==> config.mk <==
export PLATFORM = sky130hd
export DESIGN_NAME = src_core
export DESIGN_NICKNAME = d
export VERILOG_FILES = /design/src/core/src_pkg.sv /design/src/core/src_div_if.sv /design/src/core/src_div.sv /design/src/core/src_core.sv
export SDC_FILE = /design/constraint.sdc
export NUM_CORES = 2
export LEC_CHECK = 0
export BUFFER_PORTS_ARGS = -buffer_cell sky130_fd_sc_hd__buf_2
export CORE_ASPECT_RATIO = 1.25
export CORE_MARGIN = 2
export CORE_UTILIZATION = 50
export CTS_BUF_LIST = sky130_fd_sc_hd__clkbuf_2
export DETAILED_ROUTE_END_ITERATION = 6
export GPL_TIMING_DRIVEN = 0
export PLACE_DENSITY = 0.69
export SLEW_MARGIN = 20
export SYNTH_ARGS = -nofsm -noshare
export SYNTH_HDL_FRONTEND = slang
export SYNTH_SLANG_ARGS = --single-unit
==> constraint.sdc <==
create_clock -name clk_sys -period 68.4 [get_ports clk_sys]
set_input_delay 3.42 -clock clk_sys [delete_from_list [all_inputs] [get_ports clk_sys]]
set_output_delay 3.42 -clock clk_sys [all_outputs]
set_load 0.02 [all_outputs]
==> src/core/src_pkg.sv <==
// Shared constants and types for the speed reference conditioning block
package src_pkg;

  // ==========================================================
  // Timing
  localparam int unsigned CLK_HZ        = 50_000_000;  // System clock rate
  localparam int unsigned CYC_US        = 50;          // Control cycle in microseconds
  localparam int unsigned CYC_CNT       = CLK_HZ / 1_000_000 * CYC_US;
  localparam int unsigned LONG_PRESS_MS = 1000;        // Data key long-press time
  localparam int unsigned BLINK_MS      = 1000;        // Completion blink time
  localparam int unsigned LONG_CNT      = CLK_HZ / 1000 * LONG_PRESS_MS;
  localparam int unsigned BLINK_CNT     = CLK_HZ / 1000 * BLINK_MS;
  localparam int unsigned RAMP_UNIT_US  = 1000;        // Ramp time unit, 1 ms
  localparam int unsigned FILT_UNIT_US  = 10;          // Filter time unit, 0.01 ms
  localparam logic [17:0] RAMP_SCALE    = 18'(RAMP_UNIT_US / CYC_US);
  localparam logic [17:0] FILT_DT       = 18'(CYC_US / FILT_UNIT_US);

  // ==========================================================
  // Settings and codes
  localparam logic [13:0] RAMP_MAX      = 14'h2710;    // 10000 ms ceiling
  localparam logic [13:0] CLAMP_LVL_MAX = 14'h2710;    // 10000 rpm ceiling
  localparam logic [3:0]  MODE_CLAMP_REQUEST_INPUT   = 4'hA;        // Speed control with zero clamp
  localparam logic [7:0]  FN_MANUAL_OFS = 8'h0A;       // Manual offset utility index
  localparam logic signed [15:0] OFS_LIM = 16'sh0400;  // Offset adjust limit
  localparam logic signed [15:0] CLAMP_KP = 16'sh0008; // Clamp loop gain, rpm per pulse
  localparam int unsigned FRAC          = 16;          // Fraction bits of internal speed

  // ==========================================================
  // Operator display states
  typedef enum logic [1:0] {
    UI_FN    = 2'b00,
    UI_TITLE = 2'b01,
    UI_VALUE = 2'b10,
    UI_DONE  = 2'b11
  } src_ui_t;

  // Control cycle sequencer
  typedef enum logic [2:0] {
    SQ_IDLE  = 3'b000,
    SQ_ACC   = 3'b001,
    SQ_DEC   = 3'b010,
    SQ_FLT   = 3'b011,
    SQ_APPLY = 3'b100
  } src_seq_t;

endpackage

==> src/core/src_div_if.sv <==
// Request and answer bundle between the sequencer and the divider
interface src_div_if;
  logic        start;     // One-cycle start pulse
  logic [31:0] dividend;  // Numerator, held while busy
  logic [31:0] divisor;   // Denominator, non-zero
  logic        done;      // One-cycle completion pulse
  logic [31:0] quotient;  // Result, valid from done on

  modport mst (output start, dividend, divisor, input done, quotient);
  modport slv (input start, dividend, divisor, output done, quotient);
endinterface

==> src/core/src_div.sv <==
// Serial restoring divider, one quotient bit per clock
module src_div
  import src_pkg::*;
(
  input  wire logic clk_sys,  // System clock
  input  wire logic nrst,     // Synchronous reset, active low
  src_div_if.slv    div       // Request and answer
);

  logic [31:0] rem_q;
  logic [31:0] quo_q;
  logic [31:0] den_q;
  logic [5:0]  cnt_q;
  logic        busy_q;
  logic        done_q;
  logic [32:0] trial;

  // Shift the remainder one bit and try a subtraction
  always_comb begin
    trial = {rem_q, quo_q[31]} - {1'b0, den_q};
  end

  // Iteration; 32 clocks per answer keeps the area to one subtractor
  always_ff @(posedge clk_sys) begin
    if (!nrst) begin
      rem_q  <= 32'h0000_0000;
      quo_q  <= 32'h0000_0000;
      den_q  <= 32'h0000_0000;
      cnt_q  <= 6'h00;
      busy_q <= 1'b0;
      done_q <= 1'b0;
    end else begin
      done_q <= 1'b0;
      if (div.start && !busy_q) begin
        rem_q  <= 32'h0000_0000;
        quo_q  <= div.dividend;
        den_q  <= div.divisor;
        cnt_q  <= 6'h20;
        busy_q <= 1'b1;
      end else if (busy_q) begin
        if (!trial[32]) begin
          rem_q <= trial[31:0];
          quo_q <= {quo_q[30:0], 1'b1};
        end else begin
          rem_q <= {rem_q[30:0], quo_q[31]};
          quo_q <= {quo_q[30:0], 1'b0};
        end
        cnt_q <= cnt_q - 6'h01;
        if (cnt_q == 6'h01) begin
          busy_q <= 1'b0;
          done_q <= 1'b1;
        end
      end
    end
  end

  assign div.done     = done_q;
  assign div.quotient = quo_q;

endmodule

==> src/core/src_core.sv <==
// Speed reference conditioning: offset, lag filter, soft start, zero clamp
// Behaviour
// (RL1) Manual offset behaves like the automatic one but takes the value from the operator.
// (RL2) Holding the data key one second enters or leaves a function, a shorter press moves the display.
// (RL3) The host turns servo-on before the offset value is adjusted.
// (RL4) While the offset value shows, up raises and down lowers the pending offset.
// (RL5) The set key stores the pending offset, blinks completion, then returns to the value display.
// (RL6) Soft start turns a step reference into constant-rate acceleration and deceleration ramps.
// (RL7) Acceleration time, 0 to 10000 ms, is standstill to maximum speed and acts at once.
// (RL8) Deceleration time, same range and unit, is maximum speed to stop and acts at once.
// (RL9) With both ramp times zero the reference passes without ramping.
// (RL10) A first-order lag filter, time constant set in 0.01 ms units, smooths the reference.
// (RL11) In zero-clamp mode the clamp engages only with the request low and the reference below level.
// (RL12) While clamped the reference is ignored and an internal position loop stops the motor.
// (RL13) While clamped the motor is held within one pulse of the entry position and returned to it.
// (RL14) The clamp level is 0 to 10000 rpm in 1 rpm steps and acts at once.
// (RL15) A clamp level above maximum speed is replaced by the maximum speed.
// (RL16) The clamp request comes from the proportional input or the clamp input by a select bit.
// (RL17) Ramp slope is maximum speed over ramp time, and settings apply on the next control cycle.
module src_core
  import src_pkg::*;
#(
  parameter int unsigned LONG_TICKS  = LONG_CNT,   // Long-press length in clocks
  parameter int unsigned BLINK_TICKS = BLINK_CNT   // Completion blink length in clocks
) (
  input  wire logic               clk_sys,                   // System clock, 50 MHz
  input  wire logic               nrst,                      // Synchronous reset, active low
  input  wire logic signed [15:0] speed_ref_in,              // Converted reference, rpm
  input  wire logic signed [31:0] enc_pos,                   // Encoder position count
  input  wire logic [15:0]        max_speed,                 // Motor maximum speed, rpm
  input  wire logic [13:0]        accel_ramp_time,           // Accel time, ms
  input  wire logic [13:0]        decel_ramp_time,           // Decel time, ms
  input  wire logic [15:0]        ref_filter_time_constant,  // Lag constant, 0.01 ms
  input  wire logic [3:0]         control_mode_select,       // Control mode code
  input  wire logic [13:0]        clamp_speed_level,         // Clamp level, rpm
  input  wire logic               clamp_source_select,       // 0 proportional, 1 clamp pin
  input  wire logic               proportional_mode_input_n, // Pin, active low
  input  wire logic               clamp_request_input_n,     // Pin, active low
  input  wire logic               servo_on_n,                // Pin, active low
  input  wire logic               key_data_n,                // Data/shift key, active low
  input  wire logic               key_up_n,                  // Up key, active low
  input  wire logic               key_down_n,                // Down key, active low
  input  wire logic               key_set_n,                 // Set key, active low
  output logic signed [15:0]      speed_cmd,                 // Reference to the speed loop
  output logic                    clamp_active,              // Zero clamp engaged
  output logic signed [15:0]      ref_offset,                // Stored offset
  output logic signed [15:0]      pending_offset,            // Offset under adjustment
  output logic [1:0]              disp_sel,                  // Operator display state
  output logic [7:0]              fn_index,                  // Selected utility function
  output logic                    done_blink                 // Completion indication
);

  // ==========================================================
  // Helpers
  function automatic logic signed [39:0] abs40(input logic signed [39:0] v);
    return (v < 0) ? -v : v;
  endfunction

  function automatic logic signed [15:0] sat16(input logic signed [47:0] v);
    if (v > 48'sh7FFF) return 16'sh7FFF;
    else if (v < -48'sh8000) return -16'sh8000;
    else return v[15:0];
  endfunction

  // ==========================================================
  // Pin synchronisers: three stages, level moves when stages two and three agree
  logic [6:0] pin_raw;
  logic [6:0] s1_q, s2_q, s3_q, lvl_q, lvl_prev_q;
  assign pin_raw = ~{servo_on_n, clamp_request_input_n, proportional_mode_input_n,
                     key_set_n, key_down_n, key_up_n, key_data_n};

  always_ff @(posedge clk_sys) begin
    if (!nrst) begin
      s1_q <= 7'h00; s2_q <= 7'h00; s3_q <= 7'h00;
      lvl_q <= 7'h00; lvl_prev_q <= 7'h00;
    end else begin
      s1_q <= pin_raw;
      s2_q <= s1_q;
      s3_q <= s2_q;
      lvl_q <= (s2_q & ~(s2_q ^ s3_q)) | (lvl_q & (s2_q ^ s3_q));  // Hold while stages differ
      lvl_prev_q <= lvl_q;
    end
  end

  logic data_lvl, up_ev, dn_ev, set_ev, servo_on, clamp_req;
  assign data_lvl  = lvl_q[0];
  assign up_ev     = lvl_q[1] & ~lvl_prev_q[1];
  assign dn_ev     = lvl_q[2] & ~lvl_prev_q[2];
  assign set_ev    = lvl_q[3] & ~lvl_prev_q[3];
  assign servo_on  = lvl_q[6];
  assign clamp_req = clamp_source_select ? lvl_q[5] : lvl_q[4];  // RL16

  // ==========================================================
  // Data key timing: long event fires once while held, short event on early release
  logic [31:0] dk_cnt_q;
  logic        long_ev, short_ev;
  assign long_ev  = data_lvl && (dk_cnt_q == LONG_TICKS - 1);                    // RL2
  assign short_ev = !data_lvl && lvl_prev_q[0] && (dk_cnt_q < LONG_TICKS - 1);   // RL2

  always_ff @(posedge clk_sys) begin
    if (!nrst) dk_cnt_q <= 32'h0000_0000;
    else if (!data_lvl) dk_cnt_q <= 32'h0000_0000;
    else if (dk_cnt_q < LONG_TICKS) dk_cnt_q <= dk_cnt_q + 32'h0000_0001;
  end

  // ==========================================================
  // Operator utility: function select, manual offset entry, completion blink
  src_ui_t            ui_q;
  logic [7:0]         fn_q;
  logic signed [15:0] ofs_q, pend_q;
  logic [31:0]        blink_q;

  always_ff @(posedge clk_sys) begin
    if (!nrst) begin
      ui_q <= UI_FN; fn_q <= 8'h00; ofs_q <= 16'sh0000;
      pend_q <= 16'sh0000; blink_q <= 32'h0000_0000;
    end else begin
      case (ui_q)
        UI_FN: begin
          if (up_ev) fn_q <= fn_q + 8'h01;
          else if (dn_ev) fn_q <= fn_q - 8'h01;
          if (long_ev && fn_q == FN_MANUAL_OFS) ui_q <= UI_TITLE;                // RL2
        end
        UI_TITLE: begin
          if (long_ev) ui_q <= UI_FN;                                            // RL2
          else if (short_ev && servo_on) begin                                   // RL3
            ui_q   <= UI_VALUE;                                                  // RL2
            pend_q <= ofs_q;  // Show what is stored now
          end
        end
        UI_VALUE: begin
          if (long_ev) ui_q <= UI_FN;
          else if (short_ev) ui_q <= UI_TITLE;
          else if (set_ev) begin
            ofs_q   <= pend_q;                                                   // RL5 RL1
            ui_q    <= UI_DONE;
            blink_q <= 32'h0000_0000;
          end else if (up_ev && pend_q < OFS_LIM) pend_q <= pend_q + 16'sh0001;  // RL4
          else if (dn_ev && pend_q > -OFS_LIM) pend_q <= pend_q - 16'sh0001;     // RL4
        end
        UI_DONE: begin
          blink_q <= blink_q + 32'h0000_0001;
          if (blink_q == BLINK_TICKS - 1) ui_q <= UI_VALUE;                      // RL5
        end
        default: ui_q <= UI_FN;
      endcase
    end
  end

  // Completion indication registered so the pin never glitches on state decode
  logic blink_out_q;
  always_ff @(posedge clk_sys) begin
    if (!nrst) blink_out_q <= 1'b0;
    else blink_out_q <= (ui_q == UI_DONE) && !blink_q[24];                       // RL5
  end

  // ==========================================================
  // Control cycle: read settings live, three divisions, then apply
  src_div_if div ();
  src_div u_div (.clk_sys(clk_sys), .nrst(nrst), .div(div));

  src_seq_t    sq_q;
  logic [11:0] tick_q;
  logic [31:0] acc_slope_q, dec_slope_q, flt_k_q;
  logic        start_q;
  logic [31:0] dvd_q, dvs_q;
  logic [15:0] max_c;
  logic [17:0] acc_den, dec_den, flt_den;

  // Settings are read live each cycle, so changes act on the next cycle
  assign max_c   = max_speed;                                                    // RL17
  assign acc_den = 18'(accel_ramp_time) * RAMP_SCALE;                            // RL7
  assign dec_den = 18'(decel_ramp_time) * RAMP_SCALE;                            // RL8
  assign flt_den = 18'(ref_filter_time_constant) + FILT_DT;                      // RL10

  assign div.start    = start_q;
  assign div.dividend = dvd_q;
  assign div.divisor  = dvs_q;

  always_ff @(posedge clk_sys) begin
    if (!nrst) begin
      sq_q <= SQ_IDLE; tick_q <= 12'h000; start_q <= 1'b0;
      dvd_q <= 32'h0000_0000; dvs_q <= 32'h0000_0001;
      acc_slope_q <= 32'h0000_0000; dec_slope_q <= 32'h0000_0000;
      flt_k_q <= 32'h0001_0000;
    end else begin
      start_q <= 1'b0;
      tick_q  <= (tick_q == 12'(CYC_CNT - 1)) ? 12'h000 : tick_q + 12'h001;
      case (sq_q)
        SQ_IDLE: if (tick_q == 12'h000) begin
          sq_q <= SQ_ACC; start_q <= 1'b1;
          dvd_q <= {max_c, 16'h0000};                                            // RL17
          dvs_q <= (acc_den == 18'h00000) ? 32'h0000_0001 : 32'(acc_den);
        end
        SQ_ACC: if (div.done) begin
          acc_slope_q <= (acc_den == 18'h00000) ? 32'h0000_0000 : div.quotient;
          sq_q <= SQ_DEC; start_q <= 1'b1;
          dvs_q <= (dec_den == 18'h00000) ? 32'h0000_0001 : 32'(dec_den);
        end
        SQ_DEC: if (div.done) begin
          dec_slope_q <= (dec_den == 18'h00000) ? 32'h0000_0000 : div.quotient;
          sq_q <= SQ_FLT; start_q <= 1'b1;
          dvd_q <= {14'h0000, FILT_DT} << FRAC;
          dvs_q <= 32'(flt_den);
        end
        SQ_FLT: if (div.done) begin
          flt_k_q <= div.quotient;  // dt / (tau + dt), zero tau gives unity
          sq_q <= SQ_APPLY;
        end
        SQ_APPLY: sq_q <= SQ_IDLE;
        default: sq_q <= SQ_IDLE;
      endcase
    end
  end

  // ==========================================================
  // Offset and lag filter, in 16 fraction bits
  logic signed [39:0] flt_q, flt_diff, flt_next;
  logic signed [57:0] flt_prod;
  assign flt_diff = ({{8{speed_ref_in[15]}}, speed_ref_in, 16'h0000}
                    + {{8{ofs_q[15]}}, ofs_q, 16'h0000}) - flt_q;                // RL1
  assign flt_prod = 58'(flt_diff) * $signed({26'h0, flt_k_q});
  assign flt_next = flt_q + 40'(flt_prod >>> FRAC);                              // RL10

  always_ff @(posedge clk_sys) begin
    if (!nrst) flt_q <= 40'sh00_0000_0000;
    else if (sq_q == SQ_APPLY) flt_q <= flt_next;
  end

  // ==========================================================
  // Zero clamp decision with effective level
  logic [15:0] lvl_eff;
  logic        clamp_cond;
  assign lvl_eff = (16'(clamp_speed_level) > max_c) ? max_c
                   : 16'(clamp_speed_level);                                     // RL15 RL14
  assign clamp_cond = (control_mode_select == MODE_CLAMP_REQUEST_INPUT) && clamp_req
                      && (abs40(flt_next) < {8'h00, lvl_eff, 16'h0000});         // RL11

  // ==========================================================
  // Soft start ramp toward the filtered reference
  logic signed [39:0] ramp_q, ramp_next, ramp_diff, step;
  logic               accel_dir;
  assign ramp_diff = flt_next - ramp_q;
  assign accel_dir = (abs40(flt_next) > abs40(ramp_q)) &&
                     ((flt_next[39] == ramp_q[39]) || ramp_q == 40'sh0);         // RL6
  assign step = accel_dir ? 40'(acc_slope_q) : 40'(dec_slope_q);

  always_comb begin
    if (step == 40'sh0 || abs40(ramp_diff) <= step) ramp_next = flt_next;        // RL9
    else if (ramp_diff > 0) ramp_next = ramp_q + step;                           // RL6
    else ramp_next = ramp_q - step;
  end

  // ==========================================================
  // Output stage: ramp output or internal position loop
  logic               clamp_q;
  logic signed [31:0] hold_q, pos_err;
  logic signed [15:0] cmd_q;
  assign pos_err = hold_q - enc_pos;

  always_ff @(posedge clk_sys) begin
    if (!nrst) begin
      ramp_q <= 40'sh0; clamp_q <= 1'b0; hold_q <= 32'sh0; cmd_q <= 16'sh0000;
    end else if (sq_q == SQ_APPLY) begin
      clamp_q <= clamp_cond;
      if (clamp_cond) begin
        if (!clamp_q) hold_q <= enc_pos;  // Latch entry position once       // RL13
        ramp_q <= 40'sh0;  // Restart the ramp from rest on release           // RL12
        if (!clamp_q || (pos_err <= 32'sh1 && pos_err >= -32'sh1))
          cmd_q <= 16'sh0000;                                                    // RL13
        else
          cmd_q <= sat16(48'(pos_err) * 48'(CLAMP_KP));                          // RL12
      end else begin
        ramp_q <= ramp_next;
        cmd_q  <= sat16(48'(ramp_next >>> FRAC));
      end
    end
  end

  assign speed_cmd      = cmd_q;
  assign clamp_active   = clamp_q;
  assign ref_offset     = ofs_q;
  assign pending_offset = pend_q;
  assign disp_sel       = ui_q;
  assign fn_index       = fn_q;
  assign done_blink     = blink_out_q;

  // ==========================================================
  // Checks
  long_press_a: assert property (@(posedge clk_sys) disable iff (!nrst) // RL2
    long_ev |-> data_lvl && $past(data_lvl)) else $error("long press without hold");
  short_move_a: assert property (@(posedge clk_sys) disable iff (!nrst) // RL2
    ui_q == UI_TITLE && short_ev && servo_on |=> ui_q == UI_VALUE)
    else $error("short press did not move display");
  servo_gate_a: assert property (@(posedge clk_sys) disable iff (!nrst) // RL3
    ui_q == UI_TITLE && !long_ev && !servo_on |=> ui_q == UI_TITLE)
    else $error("offset opened without servo on");
  offset_up_a: assert property (@(posedge clk_sys) disable iff (!nrst) // RL4
    ui_q == UI_VALUE && up_ev && !long_ev && !short_ev && !set_ev && pend_q < OFS_LIM
    |=> pend_q == $past(pend_q) + 16'sh0001) else $error("up key did not raise offset");
  offset_store_a: assert property (@(posedge clk_sys) disable iff (!nrst) // RL5
    ui_q == UI_VALUE && set_ev && !long_ev && !short_ev
    |=> ofs_q == $past(pend_q) && ui_q == UI_DONE && blink_q == 32'h0000_0000)
    else $error("offset store sequence broken");
  // The blink counter bounds the done display, so its end is checked at the count
  blink_return_a: assert property (@(posedge clk_sys) disable iff (!nrst) // RL5
    ui_q == UI_DONE && blink_q == BLINK_TICKS - 1 |=> ui_q == UI_VALUE)
    else $error("blink did not return to value display");
  no_ramp_a: assert property (@(posedge clk_sys) disable iff (!nrst) // RL9
    sq_q == SQ_APPLY && !clamp_cond && acc_slope_q == 0 && dec_slope_q == 0
    |=> ramp_q == $past(flt_next)) else $error("reference ramped with zero times");
  clamp_mode_a: assert property (@(posedge clk_sys) disable iff (!nrst) // RL11
    $rose(clamp_q) |-> $past(control_mode_select) == MODE_CLAMP_REQUEST_INPUT && $past(clamp_req))
    else $error("clamp outside zero clamp mode");
  clamp_hold_a: assert property (@(posedge clk_sys) disable iff (!nrst) // RL13
    sq_q == SQ_APPLY && clamp_cond && clamp_q && pos_err <= 1 && pos_err >= -1
    |=> speed_cmd == 16'sh0000) else $error("clamp drove inside deadband");
  clamp_level_a: assert property (@(posedge clk_sys) disable iff (!nrst) // RL15
    lvl_eff <= max_c) else $error("clamp level above maximum speed");

  clamp_enter_c: cover property (@(posedge clk_sys) disable iff (!nrst) $rose(clamp_q));
  offset_store_c: cover property (@(posedge clk_sys) disable iff (!nrst)
    ui_q == UI_VALUE && set_ev);
  long_press_c: cover property (@(posedge clk_sys) disable iff (!nrst) long_ev);

endmodule

==> reports/summary.json <==
{
  "global_route": {
    "globalRouteMet2Util_pct": 58.7,
    "globalRouteTotalUtil_pct": 34.7,
    "grt-ovfl-total": 0,
    "wire_length_of_the_first_global_routing_pass_um": 398000,
    "grt_antenna_before_repair": 29,
    "grt_most_used_layer": "met2",
    "grt_max_degree": 19,
    "grt.met3_usage_pct": 6.31,
    "grt_pass1_vias": 66602,
    "met1_usage_pct": 39.6
  },
  "die": {
    "core_area_sq_um": 148000,
    "floorplan.rows": 158,
    "io_pins": 196,
    "floorplan.initialDensity_pct": 50.2,
    "width_of_the_die_um": 349,
    "die_height_um": 435,
    "die_area_sq_um": 152000
  },
  "setup_path": {
    "ff2ff_setup_slack_ns": 37.61,
    "worstSetupStartpointType": "primary input",
    "cp_num_buf_inv": 15,
    "register_to_register_path_depth": 115,
    "largest_stage_delay_worst_path_ns": 0.78,
    "critical_path.reg2reg.startpoint": "ref_offset[1]",
    "worst_r2r_endpoint": "speed_cmd[11]",
    "worstPathArrival_ns": 33.68,
    "cpMaxStageDelayCell": "sky130_fd_sc_hd__mux2i_1",
    "critical-path-top-cell-by-count": "sky130_fd_sc_hd__a21oi_1",
    "setup.worst_path.class": "in2reg",
    "worstPathMaxFanout": 10,
    "timing.critical_path.max_delay_family": "compound AO/OA/AOI/OAI gates",
    "worst_ep_required_time_ns": 69.66,
    "critPathCaptureType": "register"
  },
  "routing": {
    "drc": 0,
    "drt_first_iter_violations": 4882,
    "detail_route.vias_per_cell": 5.70,
    "drt-total-wl_um": 262000,
    "final_antenna_net_count": 0,
    "first_pass_iters": 6,
    "routedWlPerCell_um": 23.2,
    "via_count": 64424
  },
  "yosys": {
    "postSynthCellCount": 8969,
    "cell_taking_the_most_area_after_synthesis": "sky130_fd_sc_hd__fa_1",
    "synthFlopType": "sky130_fd_sc_hd__dfxtp_1",
    "synthTopCellsByArea": "sky130_fd_sc_hd__fa_1 29%, sky130_fd_sc_hd__dfxtp_1 14%, sky130_fd_sc_hd__ha_1 9.3%",
    "synth-edff-count": 0,
    "postSynthRegisterBits": 504,
    "synth.top_cells.by_count": "1405 x sky130_fd_sc_hd__inv_1, 1243 x sky130_fd_sc_hd__nand2_1, 1082 x sky130_fd_sc_hd__fa_1",
    "post_synthesis_instance_area_sq_um": 74200,
    "yosys.cell_count.top_type": "sky130_fd_sc_hd__inv_1",
    "unique_cell_type_count_in_the_yosys_netlist": 97,
    "syn-mean-instance-area_sq_um": 8.28,
    "synth.yosys.seq_area_share_pct": 13.6,
    "synthesis.yosys.warnings": 0,
    "yosysTopAreaCellShare_pct": 29.2,
    "asyncSetResetFlopFracSynth_pct": 0
  },
  "timing": {
    "maxSlewHeadroom_pct": 14.0,
    "tns_ns": 0,
    "achievable-frequency_mhz": 30.8,
    "hold_ws_ns": 0.343,
    "period_share_pct": 47.4,
    "worst_clock_skew_ns": 0.133,
    "final_hold_viol_count": 0,
    "finalMaxSlewViolations": 0,
    "rsz0062_at_grt": "false",
    "report.final.setup_viol": 0,
    "final.min_clock_period_ns": 32.42,
    "worst-slew-pin-transition_ns": 1.29,
    "finalWorstSetupSlack_ns": 35.98
  },
  "outcome": {
    "outcome": "complete, no violations"
  },
  "final_layout": {
    "finalNonFillerCells": 11306,
    "finalCoreUtilization_pct": 53.4,
    "area.growth.synth_to_final_pct": 6.34,
    "post_route_cells_drive_above_1_share_pct": 5.12,
    "final_nets": 11053,
    "design_area_sq_um": 78900,
    "n_fill_cell": 14268
  },
  "place": {
    "place_hpwl_um": 222000,
    "dp_worst_setup_slack_ns": 35.27,
    "postPlaceCellArea_sq_um": 77800,
    "numPlacedInstances": 11086,
    "buffers_on_ports": 194,
    "routabilityCongestion": 1.01
  },
  "power_and_ir_drop": {
    "pwr_density_cell_nw_per_um2": 11.5,
    "static-leakage-power_nw": 36.5,
    "final_total_power_mw": 0.910,
    "vdd.ir_drop.worst_uv": 17.4
  },
  "flow_run": {
    "max-cap-violations": 0
  },
  "clocking": {
    "clk_latency_ns": 1.43,
    "clkSlewWorstSetupHoldPaths_ns": 0.12,
    "cts.repair_timing.setup_buffer_count": 0,
    "numCtsBuffers": 115,
    "cts_tree": "built",
    "ctsHtreeMaxLevel": 3,
    "cts.root.buffer_cell": "sky130_fd_sc_hd__clkbuf_2",
    "cts_hold_buf": 0,
    "postCtsResizedCells": 0,
    "cts_max_path_buffers": 3,
    "clock_sinks": 504
  },
  "min_path": {
    "min_delay_path_depth": 1,
    "holdCritStartpoint": "s2_q[3]",
    "hold_path_end": "s3_q[3]",
    "worst_hold_path_type": "reg2reg"
  }
}
[state kept, by name (all words and copies together) (netlist names), 18 cells and up, named ones only]
register,cells
blink_q,32
u_div.rem_q,32
ramp_q,40
u_div.div.quotient,32
flt_k_q,32
dk_cnt_q,32
flt_q,40
hold_q,32
u_div.den_q,18
div.divisor,18
acc_slope_q,32
dec_slope_q,32
[cells in the final DEF, fill, tap and decap left out, types with 18 or more instances in the layout]
| master | Yosys | routed |
|---|---|---|
| sky130_fd_sc_hd__a211oi_1 | 64 | 64 |
| sky130_fd_sc_hd__a21boi_0 | 26 | 26 |
| sky130_fd_sc_hd__a21o_1 | 131 | 131 |
| sky130_fd_sc_hd__a21oi_1 | 523 | 522 |
| sky130_fd_sc_hd__a22oi_1 | 28 | 28 |
| sky130_fd_sc_hd__a31oi_1 | 37 | 37 |
| sky130_fd_sc_hd__and2_1 | 474 | 474 |
| sky130_fd_sc_hd__and3_1 | 49 | 49 |
| sky130_fd_sc_hd__buf_2 | 8 | 203 |
| sky130_fd_sc_hd__clkbuf_1 | 396 | 391 |
| sky130_fd_sc_hd__clkbuf_2 | 0 | 170 |
| sky130_fd_sc_hd__clkinv_1 | 0 | 26 |
| sky130_fd_sc_hd__dfxtp_1 | 504 | 504 |
| sky130_fd_sc_hd__fa_1 | 1082 | 1082 |
| sky130_fd_sc_hd__ha_1 | 552 | 552 |
| sky130_fd_sc_hd__inv_1 | 1405 | 1405 |
| sky130_fd_sc_hd__mux2i_1 | 149 | 148 |
| sky130_fd_sc_hd__nand2_1 | 1243 | 1243 |
| sky130_fd_sc_hd__nand2b_1 | 70 | 70 |
| sky130_fd_sc_hd__nand3_1 | 190 | 190 |
| sky130_fd_sc_hd__nand4_1 | 70 | 70 |
| sky130_fd_sc_hd__nor2_1 | 549 | 549 |
| sky130_fd_sc_hd__nor2b_1 | 42 | 42 |
| sky130_fd_sc_hd__nor3_1 | 115 | 114 |
| sky130_fd_sc_hd__nor4_1 | 41 | 40 |
| sky130_fd_sc_hd__o21a_1 | 39 | 39 |
| sky130_fd_sc_hd__o21ai_0 | 220 | 219 |
| sky130_fd_sc_hd__o21ai_1 | 18 | 18 |
| sky130_fd_sc_hd__o21bai_1 | 64 | 64 |
| sky130_fd_sc_hd__o31ai_1 | 34 | 34 |
| sky130_fd_sc_hd__or3_1 | 45 | 45 |
| sky130_fd_sc_hd__or4_1 | 20 | 20 |
| sky130_fd_sc_hd__xnor2_1 | 328 | 318 |
| sky130_fd_sc_hd__xor2_1 | 176 | 170 |
[how the worst max path moves through the flow]
stage,depth (start not counted),start,to,slack [ns]
6_report,116,speed_ref_in[1],speed_cmd[11],35.98
3_3_place_gp,117,speed_ref_in[1],speed_cmd[13],35.39
5_1_grt,120,speed_ref_in[1],speed_cmd[11],34.89
4_1_cts,120,speed_ref_in[1],speed_cmd[10],36.72
3_5_place_dp,120,speed_ref_in[1],speed_cmd[10],35.27
2_1_floorplan,117,speed_ref_in[1],speed_cmd[13],42.20
[where the power goes]
group	total, mW	switching [mW]	internal, mW
combinational	0.386	0.243	0.144
clock	0.217	0.135	0.0818
sequential	0.307	0.00642	0.301
[area by class of cell]
cell class / count / area, sq um / share of cell area [%]
Multi-Input combinational cell: 6636 / 57400 / 72.7
Sequential cell: 504 / 10100 / 12.8
Inverter: 1406 / 5280 / 6.68
Tap cell: 1920 / 2400 / 3.04
Buffer: 424 / 1630 / 2.07
Timing Repair Buffer: 196 / 993 / 1.26
Clock buffer: 165 / 826 / 1.05
Clock inverter: 40 / 289 / 0.366
Antenna cell: 15 / 37.5 / 0.0475
[metal layers]
layer / share of wire, % / up-vias
met5: 0.054 / -
met4: 8.6 / 22
met3: 7.2 / 765
met2: 48 / 2457
met1: 36 / 31942
li1: - / 29238
[cell families after synthesis]
logic type	after synthesis	synth area share, %
other	1	0.00505
AOI/OAI and AO/OA	1328	11.1
xor gates and xnor gates	515	6.27
and+or+nand+nor	2981	18.8
buffers and inverters	1830	9.30
muxes	176	2.44
adders and majority gates	1634	38.5
DFF	504	13.6
Power figures use the tool's default switching activity.
